===== config.mk =====
export PLATFORM = sky130hd
export DESIGN_NAME = pld_top
export DESIGN_NICKNAME = d
export VERILOG_FILES = /design/src/design/pld_pkg.sv /design/src/design/pld_event_window.sv /design/src/design/pld_top.sv
export VERILOG_INCLUDE_DIRS = /design/src /design/src/design
export SDC_FILE = /design/constraint.sdc
export NUM_CORES = 1
export LEC_CHECK = 0
export ABC_CLOCK_PERIOD_IN_PS = 13000
export BUFFER_PORTS_ARGS = -buffer_cell sky130_fd_sc_hd__buf_2
export CAP_MARGIN = 30
export CORE_MARGIN = 2
export CORE_UTILIZATION = 40
export DETAILED_ROUTE_END_ITERATION = 10
export GPL_ROUTABILITY_DRIVEN = 0
export GPL_TIMING_DRIVEN = 0
export PLACE_DENSITY = 0.54
export SLEW_MARGIN = 0
export SYNTH_ARGS = -nofsm -noshare
export SYNTH_HDL_FRONTEND = slang
export SYNTH_SLANG_ARGS = --single-unit

===== constraint.sdc =====
create_clock -name i_clk_sys -period 13 [get_ports i_clk_sys]
set_clock_uncertainty 0.05 [all_clocks]
set_input_delay 1.3 -clock i_clk_sys [delete_from_list [all_inputs] [get_ports i_clk_sys]]
set_output_delay 1.3 -clock i_clk_sys [all_outputs]
set_load 0.02 [all_outputs]

===== src/design/pld_defines.svh =====
// offsets, field positions, reset values and timing counts of the link-drop and indirect-access bank
// assumes a 250 MHz system clock and 32-bit AXI4-Lite register access
`ifndef PLD_DEFINES_SVH
`define PLD_DEFINES_SVH

// register indices; byte address is four times the index
`define PLD_IDX_CTRL3 6'h0b
`define PLD_IDX_INDCMD 6'h0d
`define PLD_IDX_INDDATA 6'h0e
`define PLD_IDX_DROPSTAT 6'h0f

`define PLD_CTRL3_RST 16'h1000
`define PLD_DEVSEL_RST 5'h00
`define PLD_PTR_RST 16'h0000
`define PLD_STAT_RST 5'h00

// control_three_link_drop_and_swap fields
`define PLD_C3_POL 6
`define PLD_C3_SWAP 5
`define PLD_C3_DESCR 10
`define PLD_C3_RXERR 3
`define PLD_C3_MLT3 2
`define PLD_C3_SNR 1
`define PLD_C3_ENERGY 0

// indirect_access_command fields
`define PLD_CMD_HI 15
`define PLD_CMD_LO 14
`define PLD_DEV_HI 4
`define PLD_DEV_LO 0
`define PLD_INDCMD_RSVD 9'h000

`define PLD_DEV_VENDOR 5'h1f
`define PLD_DEV_PCS 5'h03
`define PLD_DEV_AUTONEG 5'h07

// link_drop_cause_status field, bits 8:4, order descr,rx,mlt3,snr,energy
`define PLD_ST_HIGH_PAD 7'h00
`define PLD_ST_LOW_PAD 4'h0
`define PLD_ST_DESCR 4
`define PLD_ST_RXERR 3
`define PLD_ST_MLT3 2
`define PLD_ST_SNR 1
`define PLD_ST_ENERGY 0

// trigger thresholds and window
`define PLD_RXERR_THRESH 32
`define PLD_MLT3_THRESH 20
`define PLD_SNR_THRESH 20
`define PLD_WINDOW_NS 10000
`define PLD_CLK_NS 4
`define PLD_WINDOW_CYC (`PLD_WINDOW_NS / `PLD_CLK_NS)

`define PLD_DATA_PAD 16'h0000
`define PLD_PTR_STEP 16'h0001

`endif


===== src/design/pld_pkg.sv =====
// types shared by the link-drop and indirect-access bank
// assumes pld_defines.svh holds all numeric constants
package pld_pkg;

  typedef enum logic [1:0] {
    PLD_CMD_ADDR = 2'b00,
    PLD_CMD_DATA = 2'b01,
    PLD_CMD_POST_RW = 2'b10,
    PLD_CMD_POST_W = 2'b11
  } pld_cmd_t;

  typedef enum logic [1:0] {
    PLD_MMD_VENDOR = 2'b00,
    PLD_MMD_PCS = 2'b01,
    PLD_MMD_AUTONEG = 2'b10
  } pld_mmd_t;

  typedef enum logic [1:0] {
    PLD_RESP_OKAY = 2'b00,
    PLD_RESP_SLVERR = 2'b10
  } pld_resp_t;

endpackage


===== src/design/pld_event_window.sv =====
// event counter over a fixed window; pulses when the count reaches a threshold
// assumes i_event is a one-cycle-per-event signal on the same clock
`timescale 1ns/1ps
`default_nettype none

module pld_event_window #(
  parameter int THRESH = 20,
  parameter int WINDOW = 2500
) (
  // clock and reset
  input wire logic i_clk_sys,
  input wire logic i_rst_n,
  // event side
  input wire logic i_enable,
  input wire logic i_event,
  output logic o_fire
);

  localparam int CW = $clog2(THRESH + 1);
  localparam int TW = $clog2(WINDOW);

  logic [TW-1:0] timer, next_timer;
  logic [CW-1:0] count, next_count;
  logic fire, next_fire;
  logic window_end;
  logic hit;

  always_comb begin
    window_end = (timer == TW'(WINDOW - 1));
    hit = i_enable && i_event && (count == CW'(THRESH - 1));
    next_timer = window_end ? '0 : TW'(timer + 1'b1);
    next_fire = hit;
    // an event on the wrap cycle opens the next window
    if (!i_enable || hit) begin
      next_count = '0;
    end else if (window_end) begin
      next_count = CW'(i_event);
    end else begin
      next_count = CW'(count + CW'(i_event));
    end
  end

  always_ff @(posedge i_clk_sys or negedge i_rst_n) begin
    if (!i_rst_n) begin
      timer <= '0;
      count <= '0;
      fire <= 1'b0;
    end else begin
      timer <= next_timer;
      count <= next_count;
      fire <= next_fire;
    end
  end

  assign o_fire = fire;

endmodule // pld_event_window

`default_nettype wire


===== src/design/pld_top.sv =====
// link-drop control, pair swap controls and indirect extended-register access behind AXI4-Lite
// assumes trigger inputs come from datapath logic on i_clk_sys; one write and one read at a time
//
// The AXI4-Lite register port was decided locally.
`timescale 1ns/1ps
`default_nettype none

`include "pld_defines.svh"

// Summary of operation
// - polarity swap bit set inverts polarity on transmit and receive pairs
// - pair swap bit set exchanges transmit and receive pair roles
// - port mirror output active only while both swap bits are set
// - rx error trigger drops link at 32 errors within 10 us
// - line code trigger drops link at 20 violations within 10 us
// - low snr trigger drops link at 20 threshold crossings within 10 us
// - energy trigger drops link while energy loss is reported
// - link drop is the OR of all five enabled triggers
// - the four low trigger enables reset to zero
// - command 00 targets the pointer, 01 data without increment
// - command 10 increments pointer after every data read or write
// - command 11 increments pointer after data writes only
// - device select field routes every data register access
// - select 11111 reaches the vendor register space
// - select 00011 reaches pcs, 00111 reaches auto-negotiation device
// - accesses with any other device select are ignored
// - data register shows pointer for command 00, data otherwise
// - control bit 10 enables the descrambler loss trigger
// - each firing trigger latches its own status bit, cleared on read
module pld_top #(
  parameter int ADDR_W = 8,
  parameter int MMD_DEPTH = 16,
  parameter int WINDOW_CYC = `PLD_WINDOW_CYC
) (
  // clock and reset
  input wire logic i_clk_sys,
  input wire logic i_rst_n,
  // axi4-lite write address
  input wire logic [ADDR_W-1:0] i_awaddr,
  input wire logic [2:0] i_awprot,
  input wire logic i_awvalid,
  output logic o_awready,
  // axi4-lite write data
  input wire logic [31:0] i_wdata,
  input wire logic [3:0] i_wstrb,
  input wire logic i_wvalid,
  output logic o_wready,
  // axi4-lite write response
  output pld_pkg::pld_resp_t o_bresp,
  output logic o_bvalid,
  input wire logic i_bready,
  // axi4-lite read address
  input wire logic [ADDR_W-1:0] i_araddr,
  input wire logic [2:0] i_arprot,
  input wire logic i_arvalid,
  output logic o_arready,
  // axi4-lite read data
  output logic [31:0] o_rdata,
  output pld_pkg::pld_resp_t o_rresp,
  output logic o_rvalid,
  input wire logic i_rready,
  // link-drop sources from the datapath
  input wire logic i_rx_err,
  input wire logic i_mlt3_viol,
  input wire logic i_low_snr,
  input wire logic i_energy_lost,
  input wire logic i_descr_loss,
  // controls to the datapath
  output logic o_pol_invert,
  output logic o_pair_swap,
  output logic o_port_mirror,
  output logic o_link_drop
);

  import pld_pkg::*;

  localparam int MW = $clog2(MMD_DEPTH);
  localparam int NDEV = 3;
  localparam int IW = ADDR_W - 2;

  // bus state
  logic awready, next_awready;
  logic wready, next_wready;
  logic bvalid, next_bvalid;
  pld_resp_t bresp, next_bresp;
  logic arready, next_arready;
  logic rvalid, next_rvalid;
  pld_resp_t rresp, next_rresp;
  logic [31:0] rdata, next_rdata;
  logic [ADDR_W-1:0] aw_addr, next_aw_addr;
  logic [31:0] w_data, next_w_data;
  logic [3:0] w_strb, next_w_strb;

  // register state
  logic [15:0] ctrl3, next_ctrl3;
  pld_cmd_t cmd, next_cmd;
  logic [4:0] devsel, next_devsel;
  logic [15:0] ptr [NDEV];
  logic [15:0] next_ptr [NDEV];
  logic [4:0] drop_stat, next_drop_stat;
  logic mirror, next_mirror;
  logic link_drop, next_link_drop;

  // indirect storage, one bank per reachable device
  logic [15:0] mmd_mem [NDEV][MMD_DEPTH];
  logic mem_we;
  logic [1:0] mem_dev;
  logic [MW-1:0] mem_idx;
  logic [15:0] mem_wd;

  // decode and trigger wires
  logic wr_fire;
  logic rd_take;
  logic [IW-1:0] wr_idx;
  logic [IW-1:0] rd_idx;
  logic dev_ok;
  logic [1:0] dev;
  logic in_range;
  logic [15:0] cur_data;
  logic [15:0] rd_val;
  logic [15:0] cmd_word;
  logic rd_inc;
  logic wr_inc;
  logic [4:0] fires;
  logic fire_rx, fire_mlt3, fire_snr;

  function automatic logic [15:0] pld_merge(input logic [15:0] old, input logic [31:0] d,
                                            input logic [3:0] s);
    pld_merge = {s[1] ? d[15:8] : old[15:8], s[0] ? d[7:0] : old[7:0]};
  endfunction

  // {valid, bank} for a device select value
  function automatic logic [2:0] pld_decode(input logic [4:0] sel);
    case (sel)
      `PLD_DEV_VENDOR: pld_decode = {1'b1, PLD_MMD_VENDOR};
      `PLD_DEV_PCS: pld_decode = {1'b1, PLD_MMD_PCS};
      `PLD_DEV_AUTONEG: pld_decode = {1'b1, PLD_MMD_AUTONEG};
      default: pld_decode = {1'b0, PLD_MMD_VENDOR};
    endcase
  endfunction

  pld_event_window #(
    .THRESH(`PLD_RXERR_THRESH),
    .WINDOW(WINDOW_CYC)
  ) u_win_rx (
    .i_clk_sys(i_clk_sys),
    .i_rst_n(i_rst_n),
    .i_enable(ctrl3[`PLD_C3_RXERR]),
    .i_event(i_rx_err),
    .o_fire(fire_rx)
  );

  pld_event_window #(
    .THRESH(`PLD_MLT3_THRESH),
    .WINDOW(WINDOW_CYC)
  ) u_win_mlt3 (
    .i_clk_sys(i_clk_sys),
    .i_rst_n(i_rst_n),
    .i_enable(ctrl3[`PLD_C3_MLT3]),
    .i_event(i_mlt3_viol),
    .o_fire(fire_mlt3)
  );

  pld_event_window #(
    .THRESH(`PLD_SNR_THRESH),
    .WINDOW(WINDOW_CYC)
  ) u_win_snr (
    .i_clk_sys(i_clk_sys),
    .i_rst_n(i_rst_n),
    .i_enable(ctrl3[`PLD_C3_SNR]),
    .i_event(i_low_snr),
    .o_fire(fire_snr)
  );

  always_comb begin
    fires = '0;
    fires[`PLD_ST_RXERR] = fire_rx;
    fires[`PLD_ST_MLT3] = fire_mlt3;
    fires[`PLD_ST_SNR] = fire_snr;
    fires[`PLD_ST_ENERGY] = ctrl3[`PLD_C3_ENERGY] && i_energy_lost;
    fires[`PLD_ST_DESCR] = ctrl3[`PLD_C3_DESCR] && i_descr_loss;

    wr_fire = !awready && !wready && !bvalid;
    rd_take = i_arvalid && arready;
    wr_idx = aw_addr[ADDR_W-1:2];
    rd_idx = i_araddr[ADDR_W-1:2];
    {dev_ok, dev} = pld_decode(devsel);
    in_range = (ptr[dev] < 16'(MMD_DEPTH));
    cur_data = in_range ? mmd_mem[dev][ptr[dev][MW-1:0]] : `PLD_DATA_PAD;
    cmd_word = pld_merge({cmd, `PLD_INDCMD_RSVD, devsel}, w_data, w_strb);

    next_awready = awready;
    next_wready = wready;
    next_bvalid = bvalid;
    next_bresp = bresp;
    next_arready = arready;
    next_rvalid = rvalid;
    next_rresp = rresp;
    next_rdata = rdata;
    next_aw_addr = aw_addr;
    next_w_data = w_data;
    next_w_strb = w_strb;
    next_ctrl3 = ctrl3;
    next_cmd = cmd;
    next_devsel = devsel;
    for (int d = 0; d < NDEV; d++) begin
      next_ptr[d] = ptr[d];
    end
    mem_we = 1'b0;
    mem_dev = dev;
    mem_idx = ptr[dev][MW-1:0];
    mem_wd = pld_merge(cur_data, w_data, w_strb);
    rd_val = `PLD_DATA_PAD;
    rd_inc = 1'b0;
    wr_inc = 1'b0;

    // address and data are parked until both have arrived
    if (i_awvalid && awready) begin
      next_awready = 1'b0;
      next_aw_addr = i_awaddr;
    end
    if (i_wvalid && wready) begin
      next_wready = 1'b0;
      next_w_data = i_wdata;
      next_w_strb = i_wstrb;
    end

    if (wr_fire) begin
      next_bvalid = 1'b1;
      next_bresp = PLD_RESP_OKAY;
      if (wr_idx == IW'(`PLD_IDX_CTRL3)) begin
        next_ctrl3 = pld_merge(ctrl3, w_data, w_strb);
      end else if (wr_idx == IW'(`PLD_IDX_INDCMD)) begin
        next_cmd = pld_cmd_t'(cmd_word[`PLD_CMD_HI:`PLD_CMD_LO]);
        next_devsel = cmd_word[`PLD_DEV_HI:`PLD_DEV_LO];
      end else if (wr_idx == IW'(`PLD_IDX_INDDATA)) begin
        if (dev_ok) begin
          if (cmd == PLD_CMD_ADDR) begin
            next_ptr[dev] = pld_merge(ptr[dev], w_data, w_strb);
          end else begin
            mem_we = in_range;
            wr_inc = (cmd == PLD_CMD_POST_RW) || (cmd == PLD_CMD_POST_W);
          end
        end
      end else if (wr_idx != IW'(`PLD_IDX_DROPSTAT)) begin
        next_bresp = PLD_RESP_SLVERR;
      end
    end
    if (bvalid && i_bready) begin
      next_bvalid = 1'b0;
      next_awready = 1'b1;
      next_wready = 1'b1;
    end

    next_drop_stat = drop_stat;
    if (rd_take) begin
      next_arready = 1'b0;
      next_rvalid = 1'b1;
      next_rresp = PLD_RESP_OKAY;
      if (rd_idx == IW'(`PLD_IDX_CTRL3)) begin
        rd_val = ctrl3;
      end else if (rd_idx == IW'(`PLD_IDX_INDCMD)) begin
        rd_val = {cmd, `PLD_INDCMD_RSVD, devsel};
      end else if (rd_idx == IW'(`PLD_IDX_INDDATA)) begin
        if (dev_ok) begin
          rd_val = (cmd == PLD_CMD_ADDR) ? ptr[dev] : cur_data;
          rd_inc = (cmd == PLD_CMD_POST_RW);
        end
      end else if (rd_idx == IW'(`PLD_IDX_DROPSTAT)) begin
        rd_val = {`PLD_ST_HIGH_PAD, drop_stat, `PLD_ST_LOW_PAD};
        next_drop_stat = '0;
      end else begin
        next_rresp = PLD_RESP_SLVERR;
      end
      next_rdata = {`PLD_DATA_PAD, rd_val};
    end
    if (rvalid && i_rready) begin
      next_rvalid = 1'b0;
      next_arready = 1'b1;
    end
    // a trigger in the clearing read's cycle stays latched
    next_drop_stat = next_drop_stat | fires;

    // read and write may both step the same pointer in one cycle
    if (!(wr_fire && wr_idx == IW'(`PLD_IDX_INDDATA) && cmd == PLD_CMD_ADDR)) begin
      next_ptr[dev] = 16'(ptr[dev] + (rd_inc ? `PLD_PTR_STEP : `PLD_DATA_PAD)
                          + (wr_inc ? `PLD_PTR_STEP : `PLD_DATA_PAD));
    end

    next_mirror = next_ctrl3[`PLD_C3_POL] && next_ctrl3[`PLD_C3_SWAP];
    next_link_drop = |fires;
  end

  always_ff @(posedge i_clk_sys or negedge i_rst_n) begin
    if (!i_rst_n) begin
      awready <= 1'b1;
      wready <= 1'b1;
      bvalid <= 1'b0;
      bresp <= PLD_RESP_OKAY;
      arready <= 1'b1;
      rvalid <= 1'b0;
      rresp <= PLD_RESP_OKAY;
      rdata <= '0;
      aw_addr <= '0;
      w_data <= '0;
      w_strb <= '0;
      ctrl3 <= `PLD_CTRL3_RST;
      cmd <= PLD_CMD_ADDR;
      devsel <= `PLD_DEVSEL_RST;
      for (int d = 0; d < NDEV; d++) begin
        ptr[d] <= `PLD_PTR_RST;
      end
      drop_stat <= `PLD_STAT_RST;
      mirror <= 1'b0;
      link_drop <= 1'b0;
    end else begin
      awready <= next_awready;
      wready <= next_wready;
      bvalid <= next_bvalid;
      bresp <= next_bresp;
      arready <= next_arready;
      rvalid <= next_rvalid;
      rresp <= next_rresp;
      rdata <= next_rdata;
      aw_addr <= next_aw_addr;
      w_data <= next_w_data;
      w_strb <= next_w_strb;
      ctrl3 <= next_ctrl3;
      cmd <= next_cmd;
      devsel <= next_devsel;
      for (int d = 0; d < NDEV; d++) begin
        ptr[d] <= next_ptr[d];
      end
      drop_stat <= next_drop_stat;
      mirror <= next_mirror;
      link_drop <= next_link_drop;
    end
  end

  // storage carries no reset; contents are undefined until written
  always_ff @(posedge i_clk_sys) begin
    if (mem_we) begin
      mmd_mem[mem_dev][mem_idx] <= mem_wd;
    end
  end

  assign o_awready = awready;
  assign o_wready = wready;
  assign o_bvalid = bvalid;
  assign o_bresp = bresp;
  assign o_arready = arready;
  assign o_rvalid = rvalid;
  assign o_rresp = rresp;
  assign o_rdata = rdata;
  assign o_pol_invert = ctrl3[`PLD_C3_POL];
  assign o_pair_swap = ctrl3[`PLD_C3_SWAP];
  assign o_port_mirror = mirror;
  assign o_link_drop = link_drop;

endmodule // pld_top

`default_nettype wire


Yosys cells after proc, flatten, opt, wreduce, memory -nomap -nowiden
Memories as Yosys holds them, arrays and structs flattened.
Index checks and enable logic that the tools add are counted.
Storage, ports and cells
  input port bits: 70
  bits in writable memories: 768
  flip-flop bits (word level): 184
  latch bits: 0
  word-level logic and storage cells: 195
  memories: 1
  output and inout port bits: 45
  memory bits (read-only): 0
Memories
  mmd_mem: words 3, width 256, read ports 1, clocked after Yosys merged registers in 0, write ports 1, line pld_top.sv:105  | logic [15:0] mmd_mem [NDEV][MMD_DEPTH];
Cells by class
  order comparisons: 5
  shift-type cells: 0
  reductions and logical operators: 40
  divide/modulo/power cells: 0
  bitwise operators: 4
  $mul: 0
  eq/ne operators: 19
  add/sub/neg operators: 8
  mux-type cells: 87
Operators with widths (count)
  2-to-1 mux 48 bit: 7
  2-to-1 mux 256 bit: 1
  2-to-1 mux 16 bit: 12
  bitwise mux 48 bit: 2
  binary-select mux 16 bit (select 4 bit): 1
  demux 16 bit (select 4 bit): 1
  2-to-1 mux 5 bit: 9
  == test 6 x 4 -> 1 bit, second input constant: 7
  adder 12 x 1 -> 12 bit, second input constant: 3
  == test 12 bit, second input constant: 3
  2-to-1 mux 12 bit: 3
  adder 16 x 1 -> 16 bit: 2
  binary-select mux 16 bit (select 2 bit): 1
  demux 16 bit (select 2 bit): 1
  2-to-1 mux 8 bit: 4
  2-to-1 mux 1 bit: 30
  2-to-1 mux 7 bit: 3
  logical AND 1 bit: 20
  < comparator 16 x 5 -> 1 bit, second input constant: 1
  2-to-1 mux 2 bit: 8
  == test 5 bit, second input constant: 3
  2-to-1 mux 6 bit: 2
  adder 5 x 1 -> 5 bit: 2
  2-to-1 mux 9 bit: 1
  22 further kinds: 36

Logic depth before layout (Yosys ltp)
  word-level depth: 16
  mapped depth: 15
  depth with buffers taken out: 11

Modules after synthesis
A second synthesis with hierarchy kept.
Second synthesis, totals
  cells, all modules: 2941
  area total of the unflattened synthesis: 39984.6 um^2
By module, submodules not included
  pld_top: area an instance 37354.6 um^2, sequential area each 26195.1 um^2, instances 1, cells an instance 2703
  pld_event_window (u_win_mlt3 ...): area an instance 863.3 um^2, sequential area each 450.4 um^2, instances 2, cells an instance 77
  pld_event_window (u_win_rx): area an instance 903.4 um^2, sequential area each 475.5 um^2, instances 1, cells an instance 84

Least setup slack after synthesis
No wires, ideal clock.
  kind: register to register
  start point: register devsel[4]
  end point: memory mmd_mem[0][103] (netlist name), data pin
  period minus slack after synthesis: 4921 ps
  data required time: 12357 ps
  setup time: 593 ps
  buffers on the path: 5
  arrival: 4278 ps
  cell stages (with the launch flop): 14
  path slack: 8079 ps
  cell sequence: dfrtp_1 -> and4bb_1 -> buf_6 -> mux2i_4 -> inv_2 -> buf_4 -> buf_6 -> buf_6 -> buf_2 -> a211oi_1 -> nor3_1 -> o21ai_0 -> o311ai_1 -> o31ai_1
Between the ends
  longest elaborated chain between the ends: 12
  elaborated cells between the ends (all ways): 16
  classes of those cells: 1 x order compare; 3 x eq/ne; 9 x mux; 2 x bitwise; 1 x memory
RTL lines
  from (decl): line pld_top.sv:97  | logic [4:0] devsel, next_devsel;
  from (signal assigned): line pld_top.sv:309  | devsel <= `PLD_DEVSEL_RST;
  from (signal assigned): line pld_top.sv:330  | devsel <= next_devsel;
  == test 5 x 3 -> 1 bit, or another cell as far along: line pld_top.sv:134  | case (sel)
  one-hot mux 3 bit (3 select lines) *: line pld_top.sv:134
  parallel branches: the longest is 8 deep, another holds < comparator 16 x 5 -> 1 bit
  2-to-1 mux 16 bit (no line) *
  2-to-1 mux 8 bit *: line pld_top.sv:129  | pld_merge = {s[1] ? d[15:8] : old[15:8], s[0] ? d[7:0] : old[7:0]};
  net mem_wd[7]: line pld_top.sv:109  | logic [15:0] mem_wd;
  to (decl): line pld_top.sv:105
Mark *: on every way through the listed nets, which the timed path passes. The select of a mux whose other input is x is not followed.

Worst setup path after layout
  start point: register devsel[2]
  end point: memory mmd_mem[2][239] (netlist name), data pin
Same word-level chain as after synthesis.

==> flow_summary.yaml <==
status:
  outcome: "complete, no violations"
timing:
  clock.fmax_mhz: 166
  slew_headroom_pct: 17.2
  fin_crit_ns: 6.03
  worst_pin_slew_ns: 1.21
  rsz0062_at_grt: "false"
  fin_crit_sh_pct: 46.4
  slew_viol_final: 0
  hold_viol: 0
  setup_viol: 0
  setup_tns_ns: 0
detailed_routing:
  ant_nets: 0
  drc: 0
  via_per_inst: 6.22
  drt-met1-wl_mm: 56.7
  drt-pass1-iter-count: 6
  drtIter0Drc: 4078
  wl_met2_mm: 65.1
  wl_mm: 150
  vias: 28200
  wl_met3_mm: 18.0
  wire_per_inst_um: 33.1
  highest_layer: "met5"
global_routing:
  grt_pass1_wl_mm: 208
  grt_max_degree: 118
  overflow: 0
  grt_use_total_pct: 28.8
  grt_pass1_vias: 27000
  grt_antenna_before_repair: 5
pwr:
  ir_drop_mv: 0.0999
  p_leak_nw: 16.6
  pwr_density_cell_mw_per_mm2: 177
cts:
  numCtsBuffers: 100
  cts_tree: "built"
  h-tree-depth: 3
  cts_setup_buffers: 0
  clkSlewWorstSetupHoldPaths_ns: 0.06
  clk_latency_ns: 0.70
  ctsHoldBuffers: 0
  cts_buffer_depth: 3
  clock-sinks: 948
  cts_resized: 0
  root_buffer: "clkbuf_16"
logic_synthesis:
  synthMuxAreaShare_pct: 8.66
  yosysWarnings: 0
  synth-compound-area-share_pct: 9.30
  netlist_area_mm2: 0.0402
  synthSimpleGateAreaFrac_pct: 9.21
  async_flop_share_pct: 19.0
  synth_xor_area_share_pct: 1.07
  syn_area_per_cell_um2: 14.0
  synth_edf_count: 768
  yosysSeqAreaShare_pct: 68.6
  post_synth_fa_ha_maj_area_fraction_pct: 0.361
  synth_top_family_by_area: "compound AO/OA/AOI/OAI gates"
  ys.flop_type: "edfxtp_1"
  yosysUniqueCellTypes: 91
  synthesis.instances: 2867
  synth-seq-cells: 948
setup_path:
  critPathRequiredTime_ns: 13.45
  path_max_fanout: 28
  cp-start-kind: "register"
  path_class: "reg -> reg"
  cp_data_arrival_time_ns: 6.48
  rrSetupSlack_ns: 6.97
  cp-end-kind: "register"
floorplanning:
  initial_utilization_pct: 40.2
  die_area_mm2: 0.103
  fp-row-count: 116
  die_h_um: 321
  io_pins: 115
  core_mm2: 0.0999
  die_x_um: 321
finish:
  final_core_util_pct: 47.4
  nets: 3238
  area_growth_pct: 17.9
  drive_above_1_share_pct: 19.7
placement:
  dp_hpwl_mm: 107
  port_buffers: 68
flow_run:
  drv_cap: 0
hold_path:
  min_path_type: "reg -> reg"
[worst paths after layout]
path	startpoint	endpoint	depth (start not counted)
max in group asynchronous	i_rst_n	u_win_mlt3.timer[8]	2
worst max register to register	devsel[2]	mmd_mem[2][239]	12
min in group asynchronous	i_rst_n	u_win_rx.timer[8]	1
worst min register to register	u_win_mlt3.o_fire	drop_stat[2]	1
worst min-delay path	u_win_mlt3.o_fire	drop_stat[2]	1
worst max-delay path	devsel[2]	mmd_mem[2][239]	12
[logic make-up (layout without fill, tap and decap cells)]
kind of cell | count (synthesis) | count (layout)
adders and majority gates | 11 | 11
muxes | 309 | 309
buffers and inverters | 211 | 567
xor gates and xnor gates | 49 | 49
AOI/OAI and AO/OA | 563 | 563
other | 1 | 22
and+or+nand+nor | 775 | 775
DFF | 948 | 948
[layout by cell type, fill, tap and decap left out, drive strengths merged, types with 8 or more instances in the layout]
cell	synthesis	routed
a32oi	16	16
buf	138	308
edfxtp	768	768
o211ai	29	29
o22a	8	8
o22ai	26	26
ha	10	10
o31ai	9	9
clkinv	1	38
dfrtp	176	176
inv	18	20
mux4	19	19
a2111oi	40	40
a21oi	81	81
nor4	16	16
or4	8	8
a21boi	33	33
nor2	153	153
a211oi	32	32
xnor2	30	30
or3	15	15
conb	1	18
and3	27	27
nor3	53	53
nand3	168	168
xor2	19	19
a31oi	20	20
a21o	16	16
nand2	270	270
mux2i	206	206
clkbuf	54	195
or2	8	8
o2111ai	10	10
nand4	15	15
mux2	84	84
o21ai	174	174
a22oi	14	14
[flip-flops by register name, indices dropped and copies added (netlist names), 12 cells and up]
| name | flops |
|---|---|
| ctrl3 | 16 |
| ptr | 48 |
| u_win_rx.timer | 12 |
| u_win_snr.timer | 12 |
| u_win_mlt3.timer | 12 |
| mmd_mem | 768 |
| o_rdata | 16 |
| w_data | 16 |
[synth_stat cells (8+ instances only)]
library cell / number / area [µm²]
edfxtp_1: 768 / 23100
nand2_1: 270 / 1010
mux2i_1: 200 / 2000
dfrtp_1: 176 / 4400
nand3_1: 168 / 841
o21ai_0: 164 / 821
nor2_1: 152 / 571
buf_2: 86 / 430
mux2_2: 83 / 935
a21oi_1: 81 / 405
clkbuf_1: 54 / 203
nor3_1: 46 / 230
a2111oi_0: 39 / 342
a21boi_0: 33 / 248
a211oi_1: 32 / 240
buf_4: 30 / 225
xnor2_1: 30 / 263
o211ai_1: 28 / 210
and3_1: 27 / 169
o22ai_1: 26 / 163
a31oi_1: 20 / 125
mux4_2: 19 / 428
xor2_1: 19 / 166
a21o_1: 16 / 120
a32oi_1: 16 / 140
inv_1: 16 / 60.1
nand4_1: 15 / 93.8
or3_1: 15 / 93.8
a22oi_1: 14 / 105
buf_1: 11 / 41.3
nor4_1: 11 / 68.8
ha_1: 10 / 125
o2111ai_1: 10 / 87.6
o21ai_1: 10 / 50.1
buf_6: 9 / 101
o31ai_1: 9 / 67.6
o22a_1: 8 / 70.1
or4_1: 8 / 60.1
[stage by stage]
stage	power [W]	instance area, µm²	setup WS (ns)	instances	hold slack (ns)
floorplan	0.00469	40200	8.08	2884	0.379
CTS	0.00835	47300	7.17	4533	0.422
finish	0.00839	47400	6.97	4542	0.416
global placement	0.00545	42200	2.04	4250	0.397
detailed placement	0.00559	44100	7.22	4348	0.409
global route	0.00859	47400	7.19	4539	0.440
[power breakdown]
group          leakage (nW)  total, W  internal (W)  switching (W)
clock                  1.55   0.00279       0.00158        0.00121
combinational          5.90   0.00170      0.000463        0.00124
sequential             9.14   0.00390       0.00376       0.000135
total                  16.6   0.00839       0.00580        0.00259
[worst max-delay path: stages, from the launching register on]
cell and delay (ns):
dfrtp_1 0.46, buf_4 0.28, buf_6 0.24, buf_2 0.41
buf_2 0.41, buf_1 0.72, nor4_1 0.15, a211oi_1 0.29
a31oi_1 0.15, nor3_1 0.91, o2111ai_1 0.60, o21ai_4 0.79
buf_12 0.27
[area by class of cell]
cell class	instances	area (µm²)
tap	1298	1620
clock inverter	44	415
antenna	4	10.0
timing repair buffer	171	1980
inverter	19	71.3
sequential	948	27600
buffer	192	1030
multi-input combinational	1725	11900
fill	8703	52500
clock buffer	141	2760
[metal layers]
layer	global-route usage (%)	vias up
met5	0	-
met4	16.6	4
met3	8.14	454
met2	43.3	1952
met1	37.6	14200
li1	-	11600
Power figures use the tool's default switching activity.
